File: src/design/urd_map.vh
// register map, field positions, reset values and counts of the receive data recovery block
`ifndef URD_MAP_VH
`define URD_MAP_VH
`define URD_ADR_CTRL1 8'h00
`define URD_ADR_CTRL2 8'h04
`define URD_ADR_STAT1 8'h08
`define URD_ADR_DATA 8'h0C
`define URD_ADR_BAUD 8'h10
`define URD_C1_LEN 4
`define URD_C1_WAKE 3
`define URD_C1_IDLESEL 2
`define URD_C2_RXIE 5
`define URD_C2_ILIE 4
`define URD_C2_RXEN 2
`define URD_C2_STBY 1
`define URD_S1_FULL 5
`define URD_S1_IDLE 4
`define URD_S1_NOISE 2
`define URD_S1_FRAME 1
`define URD_RST_CTRL 8'h00
`define URD_C1_MASK 8'h1C
`define URD_C2_MASK 8'h36
`define URD_RST_BAUD 16'h0000
`define URD_OVS 4'hF
`define URD_RT3 4'h2
`define URD_RT5 4'h4
`define URD_RT7 4'h6
`define URD_RT8 4'h7
`define URD_RT9 4'h8
`define URD_RT10 4'h9
`define URD_EARLY_MIN 4'hA
`define URD_LATE_MAX 4'h6
`define URD_IDLE8 8'hA0
`define URD_IDLE9 8'hB0
`endif

File: src/design/urd_rx.v
// receive data recovery with oversampled start, data and stop decisions and a wishbone slave
// How it works
// shift serial bits in, host sees read-only buffer
// full character copies data, sets full flag
// interrupt when full flag and enable set
// sample input on sixteen-times oversample tick
// realign after start and one-to-zero bit change
// hunt low after three highs, start count
// verify start at ticks 3,5,7; noise
// failed verification restarts the hunt
// data bit majority of ticks 8,9,10; noise
// late high start samples only set noise
// stop majority low gives framing, disagree noise
// framing error set together with full flag
// slow stop starting at tick 8 passes
// fast stop ending at tick 10 passes
// standby suppresses receiver interrupts until wakeup
// address mark clears standby, sets full
// waking idle sets neither idle nor full
// idle count starts after start or stop
// standby during idle line may wake immediately
// length select; ninth bit or copy of bit 7
// idle flag after 10 or 11 high bits
// two-stage synchroniser before any sampling logic
// count wraps at sixteen, bit count continues
//
// The Wishbone interface to the registers and the placing of the registers were left to the implementer.
`timescale 1ns/1ps
`include "urd_map.vh"
module urd_rx (
	// clock and reset
	input wire clk_i,
	input wire rst_i,
	// wishbone slave
	input wire wb_cyc_i,
	input wire wb_stb_i,
	input wire wb_we_i,
	input wire [7:0] wb_adr_i,
	input wire [3:0] wb_sel_i,
	input wire [31:0] wb_dat_i,
	output wire [31:0] wb_dat_o,
	output wire wb_ack_o,
	// serial line and request
	input wire rx_i,
	output wire rx_irq_o
);
	localparam [3:0] ST_HUNT = 4'h1;
	localparam [3:0] ST_START = 4'h2;
	localparam [3:0] ST_DATA = 4'h4;
	localparam [3:0] ST_STOP = 4'h8;

	// majority of three samples
	function maj3;
		input [2:0] s;
		begin
			maj3 = (s[0] & s[1]) | (s[0] & s[2]) | (s[1] & s[2]);
		end
	endfunction

	// three samples disagree
	function mixed3;
		input [2:0] s;
		begin
			mixed3 = (s != 3'h0) && (s != 3'h7);
		end
	endfunction

	// count of high samples among three
	function [1:0] ones3;
		input [2:0] s;
		begin
			ones3 = {1'b0, s[0]} + {1'b0, s[1]} + {1'b0, s[2]};
		end
	endfunction

	reg sync1_r;
	reg sync2_r;
	reg smp_prev_r;
	reg [2:0] hist_r;
	reg [15:0] div_cnt_r;
	reg tick_r;
	reg [3:0] state_r;
	reg [3:0] rt_r;
	reg [3:0] bitcnt_r;
	reg [2:0] smp_r;
	reg [8:0] shift_r;
	reg noise_acc_r;
	reg last_one_r;
	reg [7:0] idle_cnt_r;
	reg idle_done_r;
	reg [7:0] ctrl1_r;
	reg [7:0] ctrl2_r;
	reg [15:0] baud_r;
	reg [7:0] rx_data_buffer_r;
	reg ninth_rx_bit_r;
	reg rx_full_flag_r;
	reg idle_flag_r;
	reg noise_flag_r;
	reg framing_error_flag_r;
	reg ack_r;
	reg [31:0] dat_r;
	reg irq_r;
	reg [3:0] state_nxt;

	wire char_len = ctrl1_r[`URD_C1_LEN];
	wire wake_sel = ctrl1_r[`URD_C1_WAKE];
	wire idle_count_start_select = ctrl1_r[`URD_C1_IDLESEL];
	wire rx_full_irq_enable = ctrl2_r[`URD_C2_RXIE];
	wire idle_irq_enable = ctrl2_r[`URD_C2_ILIE];
	wire rx_enable = ctrl2_r[`URD_C2_RXEN];
	wire rx_standby = ctrl2_r[`URD_C2_STBY];

	wire req = wb_cyc_i & wb_stb_i & ~ack_r;
	wire wr0 = req & wb_we_i & wb_sel_i[0];
	wire wr1 = req & wb_we_i & wb_sel_i[1];
	wire rd = req & ~wb_we_i;

	// the oversampled line; only the second synchroniser stage feeds it
	wire smp = sync2_r;
	wire fall = tick_r & smp_prev_r & ~smp;
	wire [2:0] smp_cur = {smp_r[2:1], smp};
	wire [3:0] last_bit = char_len ? 4'h8 : 4'h7;
	// a falling edge after a one bit, except at ticks 8 to 10, moves the bit boundary onto this tick
	wire in_bits = (state_r == ST_DATA) | (state_r == ST_STOP);
	wire edge_ok = in_bits & fall & last_one_r;
	wire early = edge_ok & (rt_r >= `URD_EARLY_MIN);
	wire late = edge_ok & (rt_r <= `URD_LATE_MAX);
	wire wrap = tick_r & ((rt_r == `URD_OVS) | early);
	wire at_rt7 = tick_r & (rt_r == `URD_RT7);
	wire at_rt10 = tick_r & (rt_r == `URD_RT10);
	wire start_bad = ones3(smp_cur) > 2'd1;
	wire fail = (state_r == ST_START) & at_rt7 & start_bad;
	wire stop_done = (state_r == ST_STOP) & at_rt10;
	wire stop_one = maj3(smp_cur);
	wire [8:0] char_w = char_len ? shift_r : {1'b0, shift_r[8:1]};
	wire msb = char_len ? char_w[8] : char_w[7];
	wire deliver = stop_done & (~rx_standby | (wake_sel & msb));
	wire [7:0] idle_lim = char_len ? `URD_IDLE9 : `URD_IDLE8;
	wire idle_hit = idle_cnt_r == idle_lim;
	wire idle_wake = idle_hit & rx_standby & ~wake_sel;
	wire idle_evt = idle_hit & ~idle_done_r & ~(rx_standby & ~wake_sel);
	wire rd_data = rd & (wb_adr_i == `URD_ADR_DATA);
	wire wr_stat = wr0 & (wb_adr_i == `URD_ADR_STAT1);

	always @(posedge clk_i) begin
		if (rst_i) begin
			sync1_r <= 1'b1;
			sync2_r <= 1'b1;
		end else begin
			sync1_r <= rx_i;
			sync2_r <= sync1_r;
		end
	end

	// tick every baud_r+1 clocks, sixteen per bit
	always @(posedge clk_i) begin
		if (rst_i) begin
			div_cnt_r <= `URD_RST_BAUD;
			tick_r <= 1'b0;
		end else if (div_cnt_r == 16'h0000) begin
			div_cnt_r <= baud_r;
			tick_r <= 1'b1;
		end else begin
			div_cnt_r <= div_cnt_r - 16'h0001;
			tick_r <= 1'b0;
		end
	end

	always @* begin
		state_nxt = state_r;
		case (state_r)
			ST_HUNT: begin
				if (tick_r & rx_enable & (hist_r == 3'h7) & ~smp)
					state_nxt = ST_START;
			end
			ST_START: begin
				if (fail)
					state_nxt = ST_HUNT;
				else if (wrap)
					state_nxt = ST_DATA;
			end
			ST_DATA: begin
				if (wrap & (bitcnt_r == last_bit))
					state_nxt = ST_STOP;
			end
			ST_STOP: begin
				if (stop_done)
					state_nxt = ST_HUNT;
			end
			default: state_nxt = ST_HUNT;
		endcase
		if (~rx_enable)
			state_nxt = ST_HUNT;
	end

	always @(posedge clk_i) begin
		if (rst_i) begin
			state_r <= ST_HUNT;
			rt_r <= 4'h0;
			bitcnt_r <= 4'h0;
			smp_r <= 3'h0;
			shift_r <= 9'h000;
			noise_acc_r <= 1'b0;
			last_one_r <= 1'b0;
			hist_r <= 3'h0;
			smp_prev_r <= 1'b1;
		end else begin
			state_r <= state_nxt;
			if (tick_r) begin
				hist_r <= {hist_r[1:0], smp};
				smp_prev_r <= smp;
			end
			if (state_r == ST_HUNT) begin
				rt_r <= 4'h1;
				bitcnt_r <= 4'h0;
				noise_acc_r <= 1'b0;
				last_one_r <= 1'b0;
			end else if (wrap | late) begin
				// a resync edge is itself tick 1, as the start edge is
				rt_r <= (early | late) ? 4'h1 : 4'h0;
				if (wrap & (state_r == ST_DATA))
					bitcnt_r <= bitcnt_r + 4'h1;
			end else if (tick_r) begin
				rt_r <= rt_r + 4'h1;
			end
			if (tick_r) begin
				if (rt_r == `URD_RT3 || rt_r == `URD_RT8)
					smp_r[2] <= smp;
				if (rt_r == `URD_RT5 || rt_r == `URD_RT9)
					smp_r[1] <= smp;
			end
			if ((state_r == ST_START) & at_rt7 & (ones3(smp_cur) == 2'd1))
				noise_acc_r <= 1'b1;
			if ((state_r == ST_START) & at_rt10 & (smp_cur != 3'h0))
				noise_acc_r <= 1'b1;
			if ((state_r == ST_DATA) & at_rt10) begin
				shift_r <= {maj3(smp_cur), shift_r[8:1]};
				if (mixed3(smp_cur))
					noise_acc_r <= 1'b1;
			end
			if (in_bits & at_rt10)
				last_one_r <= maj3(smp_cur);
		end
	end

	// idle counter runs on ticks with the line high
	always @(posedge clk_i) begin
		if (rst_i) begin
			idle_cnt_r <= 8'h00;
			idle_done_r <= 1'b0;
		end else if (~rx_enable | (tick_r & ~smp)) begin
			idle_cnt_r <= 8'h00;
			idle_done_r <= 1'b0;
		end else if (idle_count_start_select & ((state_r == ST_START) | (state_r == ST_DATA))) begin
			idle_cnt_r <= 8'h00;
		end else begin
			if (tick_r & ~idle_hit)
				idle_cnt_r <= idle_cnt_r + 8'h01;
			if (idle_hit)
				idle_done_r <= 1'b1;
		end
	end

	// flags: a hardware set in the same cycle as a clear wins
	always @(posedge clk_i) begin
		if (rst_i) begin
			rx_data_buffer_r <= 8'h00;
			ninth_rx_bit_r <= 1'b0;
			rx_full_flag_r <= 1'b0;
			idle_flag_r <= 1'b0;
			noise_flag_r <= 1'b0;
			framing_error_flag_r <= 1'b0;
		end else begin
			if (rd_data)
				rx_full_flag_r <= 1'b0;
			if (wr_stat & wb_dat_i[`URD_S1_IDLE])
				idle_flag_r <= 1'b0;
			if (wr_stat & wb_dat_i[`URD_S1_NOISE])
				noise_flag_r <= 1'b0;
			if (wr_stat & wb_dat_i[`URD_S1_FRAME])
				framing_error_flag_r <= 1'b0;
			if (deliver) begin
				rx_data_buffer_r <= char_w[7:0];
				ninth_rx_bit_r <= msb;
				rx_full_flag_r <= 1'b1;
				if (~stop_one)
					framing_error_flag_r <= 1'b1;
				if (noise_acc_r | mixed3(smp_cur))
					noise_flag_r <= 1'b1;
			end
			if (idle_evt)
				idle_flag_r <= 1'b1;
		end
	end

	// control registers, standby cleared by either wakeup
	always @(posedge clk_i) begin
		if (rst_i) begin
			ctrl1_r <= `URD_RST_CTRL;
			ctrl2_r <= `URD_RST_CTRL;
			baud_r <= `URD_RST_BAUD;
		end else begin
			// unimplemented control bits always read zero
			if (wr0 & (wb_adr_i == `URD_ADR_CTRL1))
				ctrl1_r <= wb_dat_i[7:0] & `URD_C1_MASK;
			if (wr0 & (wb_adr_i == `URD_ADR_CTRL2))
				ctrl2_r <= wb_dat_i[7:0] & `URD_C2_MASK;
			if (wr0 & (wb_adr_i == `URD_ADR_BAUD))
				baud_r[7:0] <= wb_dat_i[7:0];
			if (wr1 & (wb_adr_i == `URD_ADR_BAUD))
				baud_r[15:8] <= wb_dat_i[15:8];
			if ((stop_done & rx_standby & wake_sel & msb) | idle_wake)
				ctrl2_r[`URD_C2_STBY] <= 1'b0;
		end
	end

	// bus answer one cycle after the request, unmapped reads return zero
	always @(posedge clk_i) begin
		if (rst_i) begin
			ack_r <= 1'b0;
			dat_r <= 32'h00000000;
			irq_r <= 1'b0;
		end else begin
			ack_r <= req;
			irq_r <= ~rx_standby & ((rx_full_flag_r & rx_full_irq_enable) |
				(idle_flag_r & idle_irq_enable));
			if (rd) begin
				case (wb_adr_i)
					`URD_ADR_CTRL1: dat_r <= {24'h000000, ctrl1_r};
					`URD_ADR_CTRL2: dat_r <= {24'h000000, ctrl2_r};
					`URD_ADR_STAT1: dat_r <= {26'h0000000, rx_full_flag_r, idle_flag_r,
						1'b0, noise_flag_r, framing_error_flag_r, 1'b0};
					`URD_ADR_DATA: dat_r <= {23'h000000, ninth_rx_bit_r, rx_data_buffer_r};
					`URD_ADR_BAUD: dat_r <= {16'h0000, baud_r};
					default: dat_r <= 32'h00000000;
				endcase
			end
		end
	end

	assign wb_ack_o = ack_r;
	assign wb_dat_o = dat_r;
	assign rx_irq_o = irq_r;
endmodule // urd_rx

File: config.mk
export PLATFORM = sky130hd
export DESIGN_NAME = urd_rx
export DESIGN_NICKNAME = d
export VERILOG_FILES = /design/src/design/urd_rx.v
export VERILOG_INCLUDE_DIRS = /design/src /design/src/design
export SDC_FILE = /design/constraint.sdc
export NUM_CORES = 1
export LEC_CHECK = 0
export BUFFER_PORTS_ARGS = -buffer_cell sky130_fd_sc_hd__buf_2
export CORE_ASPECT_RATIO = 0.7
export CORE_MARGIN = 3
export CORE_UTILIZATION = 45
export CTS_CLUSTER_DIAMETER = 200
export CTS_CLUSTER_SIZE = 16
export DETAILED_ROUTE_END_ITERATION = 16
export GPL_ROUTABILITY_DRIVEN = 0
export PLACE_DENSITY = 0.74
export SETUP_SLACK_MARGIN = 0.2
export SLEW_MARGIN = 20
export SYNTH_ARGS = -nofsm -noshare
export SYNTH_HDL_FRONTEND = slang
export SYNTH_SLANG_ARGS = --single-unit
File: constraint.sdc
create_clock -name clk_i -period 6.7 [get_ports clk_i]
set_input_delay 2.01 -clock clk_i [delete_from_list [all_inputs] [get_ports clk_i]]
set_output_delay 2.01 -clock clk_i [all_outputs]
set_load 0.02 [all_outputs]
==> Yosys cells after proc, flatten, opt, wreduce, memory -nomap -nowiden <==
Cells that the tools add are included.
Widths: inputs -> output; s select.
{ "word_totals": {"reg_bits": 127, "elab_cells": 197, "in_bits": 50, "out_inout_bits": 34} }
{ "classes": {"n_mux": 34, "n_lt_le_gt_ge": 3, "reduce_logical": 21, "bitwise": 78, "n_eq_ne": 24, "addsub": 6} }
{ "ops": {"columns": ["operator", "count"], "rows": [
  ["$pmux 16 s5", 1],
  ["$and 1x1->1", 56],
  ["$mux 4", 8],
  ["$mux 1", 21],
  ["$eq 4x3->1 const B", 4],
  ["$eq 4x4->1 const B", 4],
  ["$eq 8x4->1 const B", 2],
  ["$logic_not 16->1", 1],
  ["$mux 16", 1],
  ["$pmux 4 s4", 1],
  ["$sub 16x1->16 const B", 1],
  ["$or 1x1->1", 12],
  ["$not 1->1", 10],
  ["$mux 9", 1],
  ["$add 4x1->4 const B", 2],
  ["$add 8x1->8 const B", 1],
  ["$eq 4x2->1 const B", 2],
  ["$eq 8x3->1 const B", 1],
  ["$eq 8x5->1 const B", 1],
  ["$eq 8x8->1", 1],
  ["$logic_not 8->1", 1],
  ["$reduce_and 2->1", 4],
  ["$reduce_bool 2->1", 4],
  ["$reduce_or 2->1", 4],
  ["other kinds (17)", 22]
]} }

==> Longest topological paths before layout <==
{ "logic_depth": {"depth_word": 10, "ltp_mapped": 9, "depth_no_buf": 7} }

==> Worst setup path before layout <==
Ideal clock, no wire load.
{ "synth_path": {"path_type": "input port to flip-flop", "start": "in wb_adr_i[1]", "end": "reg rx_full_flag_r", "required_time_ns": 6.572, "setup_time_ns": 0.128, "path_buffers": 0, "arrival_time_ns": 3.467, "setup_slack_ns": 3.105, "stages": 5, "cell_sequence": "or4_4 -> or3_4 -> or3_1 -> a21oi_1 -> nor2_1"} }
{ "synth_between": {"elab_chain_cells": 3} }
{ "synth_lines": {"columns": ["item", "line_no", "text"], "rows": [
  ["start, declared", "urd_rx.v:38", "input wire [7:0] wb_adr_i,"],
  ["$eq 8x4->1", null, null],
  ["$and 1x1->1", "urd_rx.v:142", "wire rd_data = rd & (wb_adr_i == `URD_ADR_DATA);"],
  ["$reduce_bool 2->1 (no line)", null, null],
  ["end signal, assigned", "urd_rx.v:269", "rx_full_flag_r <= 1'b0;"],
  ["end signal, assigned", "urd_rx.v:275", "rx_full_flag_r <= 1'b0;"],
  ["end signal, assigned", "urd_rx.v:285", "rx_full_flag_r <= 1'b1;"],
  ["end, declared", "urd_rx.v:96", "reg rx_full_flag_r;"]
]} }
No other way between the ends.
A chain may end at the register's enable or synchronous reset.

==> Worst setup path after layout <==
{ "layout_path": {"start": "in wb_we_i", "end": "reg dat_r[8], in the netlist wb_dat_o[8]"} }
{ "layout_between": {"elab_chain_cells": 2} }
{ "layout_lines": {"columns": ["item", "line_no", "text"], "rows": [
  ["start, declared", "urd_rx.v:37", "input wire wb_we_i,"],
  ["$not 1->1", "urd_rx.v:116", "wire rd = req & ~wb_we_i;"],
  ["$and 1x1->1", "urd_rx.v:116", null],
  ["end signal, assigned", "urd_rx.v:329", "`URD_ADR_CTRL1: dat_r <= {24'h000000, ctrl1_r};"],
  ["end signal, assigned", "urd_rx.v:330", "`URD_ADR_CTRL2: dat_r <= {24'h000000, ctrl2_r};"],
  ["end signal, assigned", "urd_rx.v:331", "`URD_ADR_STAT1: dat_r <= {26'h0000000, rx_full_flag_r, idle_flag_r,"],
  ["end, declared", "urd_rx.v:101", "reg [31:0] dat_r;"]
]} }
No other way between the ends.

==> results.sh <==
export IMPL_period_minus_slack_ps=4110
export IMPL_htreeDepth=3
export IMPL_place_ws_ps=2270
export IMPL_powerDensity_mw_per_mm2=272
export IMPL_synth_cells=588
export IMPL_synth_top_family_by_area="simple AND/OR/NAND/NOR gates"
export IMPL_nets=678
export IMPL_hpwl_mm=8.86
export IMPL_post_route_period_util_pct=61.4
export IMPL_stdcell_area_mm2=0.00581
export IMPL_first_iter_violations=354
export IMPL_tightest_slew_ps=1070
export IMPL_seq_area_mm2=0.00222
export IMPL_synth_area_mm2=0.00528
export IMPL_min_path_cells=1
export IMPL_start_util_pct=47.1
export IMPL_synth_area_per_cell_um2=8.98
export IMPL_n_antenna_cell=0
export IMPL_p_total_mw=1.58
export IMPL_critPathKind="input port to flop"
export IMPL_synth_top_area_share_pct=42.1
export IMPL_grt_start_max_net_pins=76
export IMPL_max_cap_violations=0
export IMPL_ir_drop_v=0.000136
export IMPL_vias=4354
export IMPL_holdPathEnd="smp"
export IMPL_hold_buffers=0
export IMPL_synthXorXnorAreaFrac_pct=3.82
export IMPL_outcome="finished, final reports clean"
export IMPL_placed_area_mm2=0.00553
export IMPL_seq_area_frac_synth_pct=42.1
export IMPL_die_h_um=96.6
export IMPL_max_freq_mhz=243
export IMPL_cp_start_kind="input port"
export IMPL_min_from="sync1_r"
export IMPL_yosys_area_top_type="dfxtp_1"
export IMPL_hp_class="flop to flop"
export IMPL_fin_util_pct=51.8
export IMPL_finClkSkew_ps=5.02
export IMPL_cts_tree="yes"
export IMPL_ios=84
export IMPL_setup_viol=0
export IMPL_slew_headroom_pct=28.2
export IMPL_reg2regPathDepth=5
export IMPL_track_usage_pct=19.1
export IMPL_cts_resized=0
export IMPL_die_w_um=135
export IMPL_drv_slew=0
export IMPL_arrival_ps=4390
export IMPL_drt_total_wl_mm=12.2
export IMPL_fillers=1032
export IMPL_yosysWarningCount=0
export IMPL_required_ps=6980
export IMPL_max_stage_delay_ps=680
export IMPL_post_cts_buffers=0
export IMPL_hold_viol_final=0
export IMPL_row_count=32
export IMPL_numCtsBuffers=9
export IMPL_yosys_area_share_simple_pct=22.1
export IMPL_synth_fa_ha_area_share_pct=2.51
export IMPL_cts_sinks=111
export IMPL_crit_chain="buf_2 > nand4bb_1 > or3_4 > nor3_2 > a22oi_1 > a21oi_1"
export IMPL_finalWorstSetupSlack_ps=2590
export IMPL_drcViolationCount=0
export IMPL_rsz0062_at_grt="false"
export IMPL_clock_latency_ps=350
export IMPL_dpl_cell_count=760
export IMPL_grt_pass1_wl_mm=20.4
export IMPL_synth_cell_type_count=62
export IMPL_grt_pass1_vias=4115
export IMPL_ys_seq_elements=111
export IMPL_antenna_left=0
export IMPL_layout_drive_gt1_share_pct=13.5
export IMPL_cp_end_kind="flop"
export IMPL_areaGrowthSynthToFinish_pct=10.0
export IMPL_stdcell_count=776
export IMPL_r2r_slack_ps=4020
export IMPL_synth_most_common_cell="dfxtp_1"
export IMPL_critPathMaxFanout=17
export IMPL_synth_main_ff_cell="dfxtp_1"
export IMPL_reg2reg_from="wb_ack_o"
export IMPL_multi_input_comb_area_mm2=0.00280
export IMPL_antenna_found_initial=0
export IMPL_synth_edf_count=0
export IMPL_avgViaCountPerCell=5.61
export IMPL_synth_mux_area_share_pct=10.4
export IMPL_cp_slowest_cell="nand4bb_1"
export IMPL_grt_overflow=0
export IMPL_tns_ps=0
export IMPL_yosys_top_cells_area="dfxtp_1 42%, mux2i_1 8.9%, nor2_1 6.6%"
export IMPL_firstDrtPassIters=5
export IMPL_cts_root_buf="clkbuf_16"
export IMPL_core_area_mm2=0.0112
export IMPL_routedWlPerCell_um=15.7
export IMPL_hold_slack_ps=408
export IMPL_synth_top_cells_by_count="111 x dfxtp_1, 93 x nor2_1, 47 x mux2i_1, 35 x nand2_1, 23 x a211oi_1"
export IMPL_clkTransAtPathRegs_ps=70
export IMPL_die_area_mm2=0.0131
export IMPL_synth_compound_area_share_pct=13.0
export IMPL_synthArstFlopShare_pct=0
export IMPL_r2r_end="wb_dat_o[8]"
export IMPL_leakagePower_nw=2.12
export IMPL_cts_buffer_depth=2
export IMPL_numPortBuffers=49
-- per-layer routing --
metal | global-route usage, % | wire length [um]
met1 | 29.0 | 5950
met2 | 27.3 | 5340
met3 | 4.26 | 813
met4 | 4.73 | 110
met5 | 0 | 0
-- cell type report --
cell class                      instances  area share, %
Sequential cell                       111           38.3
Tap cell                              153           3.30
Multi-Input combinational cell        430           48.2
Clock inverter                          4          0.539
Timing Repair Buffer                   51           4.48
Inverter                               15          0.970
Clock buffer                           12           4.24
-- where the power goes --
group          internal [mW]  leakage, nW  switching [mW]
registers              0.706        0.898          0.0498
logic                  0.139         1.10           0.182
clock network          0.263        0.125           0.238
-- worst max-delay path, delay by kind of cell --
family / cells / cell delay [ps]
compound gates: 2 / 350
buf+inv: 1 / 100
simple gates: 3 / 1930
-- cells by family after synthesis --
group           Yosys count
compound gates          100
mux                      52
fa+ha+maj                10
buf+inv                  62
xor+xnor                 23
other cells               1
simple gates            229
flops                   111
-- placed cells by master, fill, tap and decap left out, drive strengths merged, types with 2 or more instances in the layout --
cell type / synthesis / final
dfxtp: 111 / 111
nor2: 93 / 93
buf: 32 / 51
mux2i: 47 / 47
nand2: 35 / 35
a211oi: 23 / 23
a21oi: 21 / 21
nand3: 21 / 21
a22oi: 17 / 17
nor3: 17 / 17
conb: 1 / 16
inv: 15 / 15
o21ai: 12 / 12
xor2: 12 / 12
clkbuf: 15 / 12
xnor2: 11 / 11
nand4: 10 / 10
nand2b: 9 / 9
ha: 9 / 9
nor2b: 8 / 8
a31oi: 5 / 5
a22o: 4 / 4
and4: 4 / 4
or3: 4 / 4
nor4: 4 / 4
a311oi: 3 / 3
nand4b: 3 / 3
mux2: 3 / 3
and3: 3 / 3
nor4b: 3 / 3
or2: 3 / 3
clkinvlp: 0 / 3
or4: 3 / 3
a41oi: 2 / 2
nand3b: 2 / 2
mux4: 2 / 2
nor4bb: 2 / 2
o31ai: 2 / 2
-- state kept, by name, summed over array words and instances (netlist names), 8 cells and up --
| register | cells |
|---|---|
| baud_r | 16 |
| div_cnt_r | 16 |
| wb_dat_o | 16 |
| shift_r | 9 |
| idle_cnt_r | 8 |
| rx_data_buffer_r | 8 |
-- worst max-delay path by stage --
| stage | end | cells after the start | slack [ps] | start |
|---|---|---|---|---|
| 2_1_floorplan | rx_full_flag_r | 5 | 3100 | wb_adr_i[1] |
| 3_5_place_dp | wb_dat_o[6] | 6 | 2270 | wb_we_i |
| 6_report | wb_dat_o[8] | 6 | 2590 | wb_we_i |
| 3_3_place_gp | wb_dat_o[0] | 6 | 2360 | wb_we_i |
| 4_1_cts | wb_dat_o[6] | 6 | 2620 | wb_we_i |
| 5_1_grt | wb_dat_o[8] | 6 | 2400 | wb_we_i |
(Power assumes the default switching activity.)
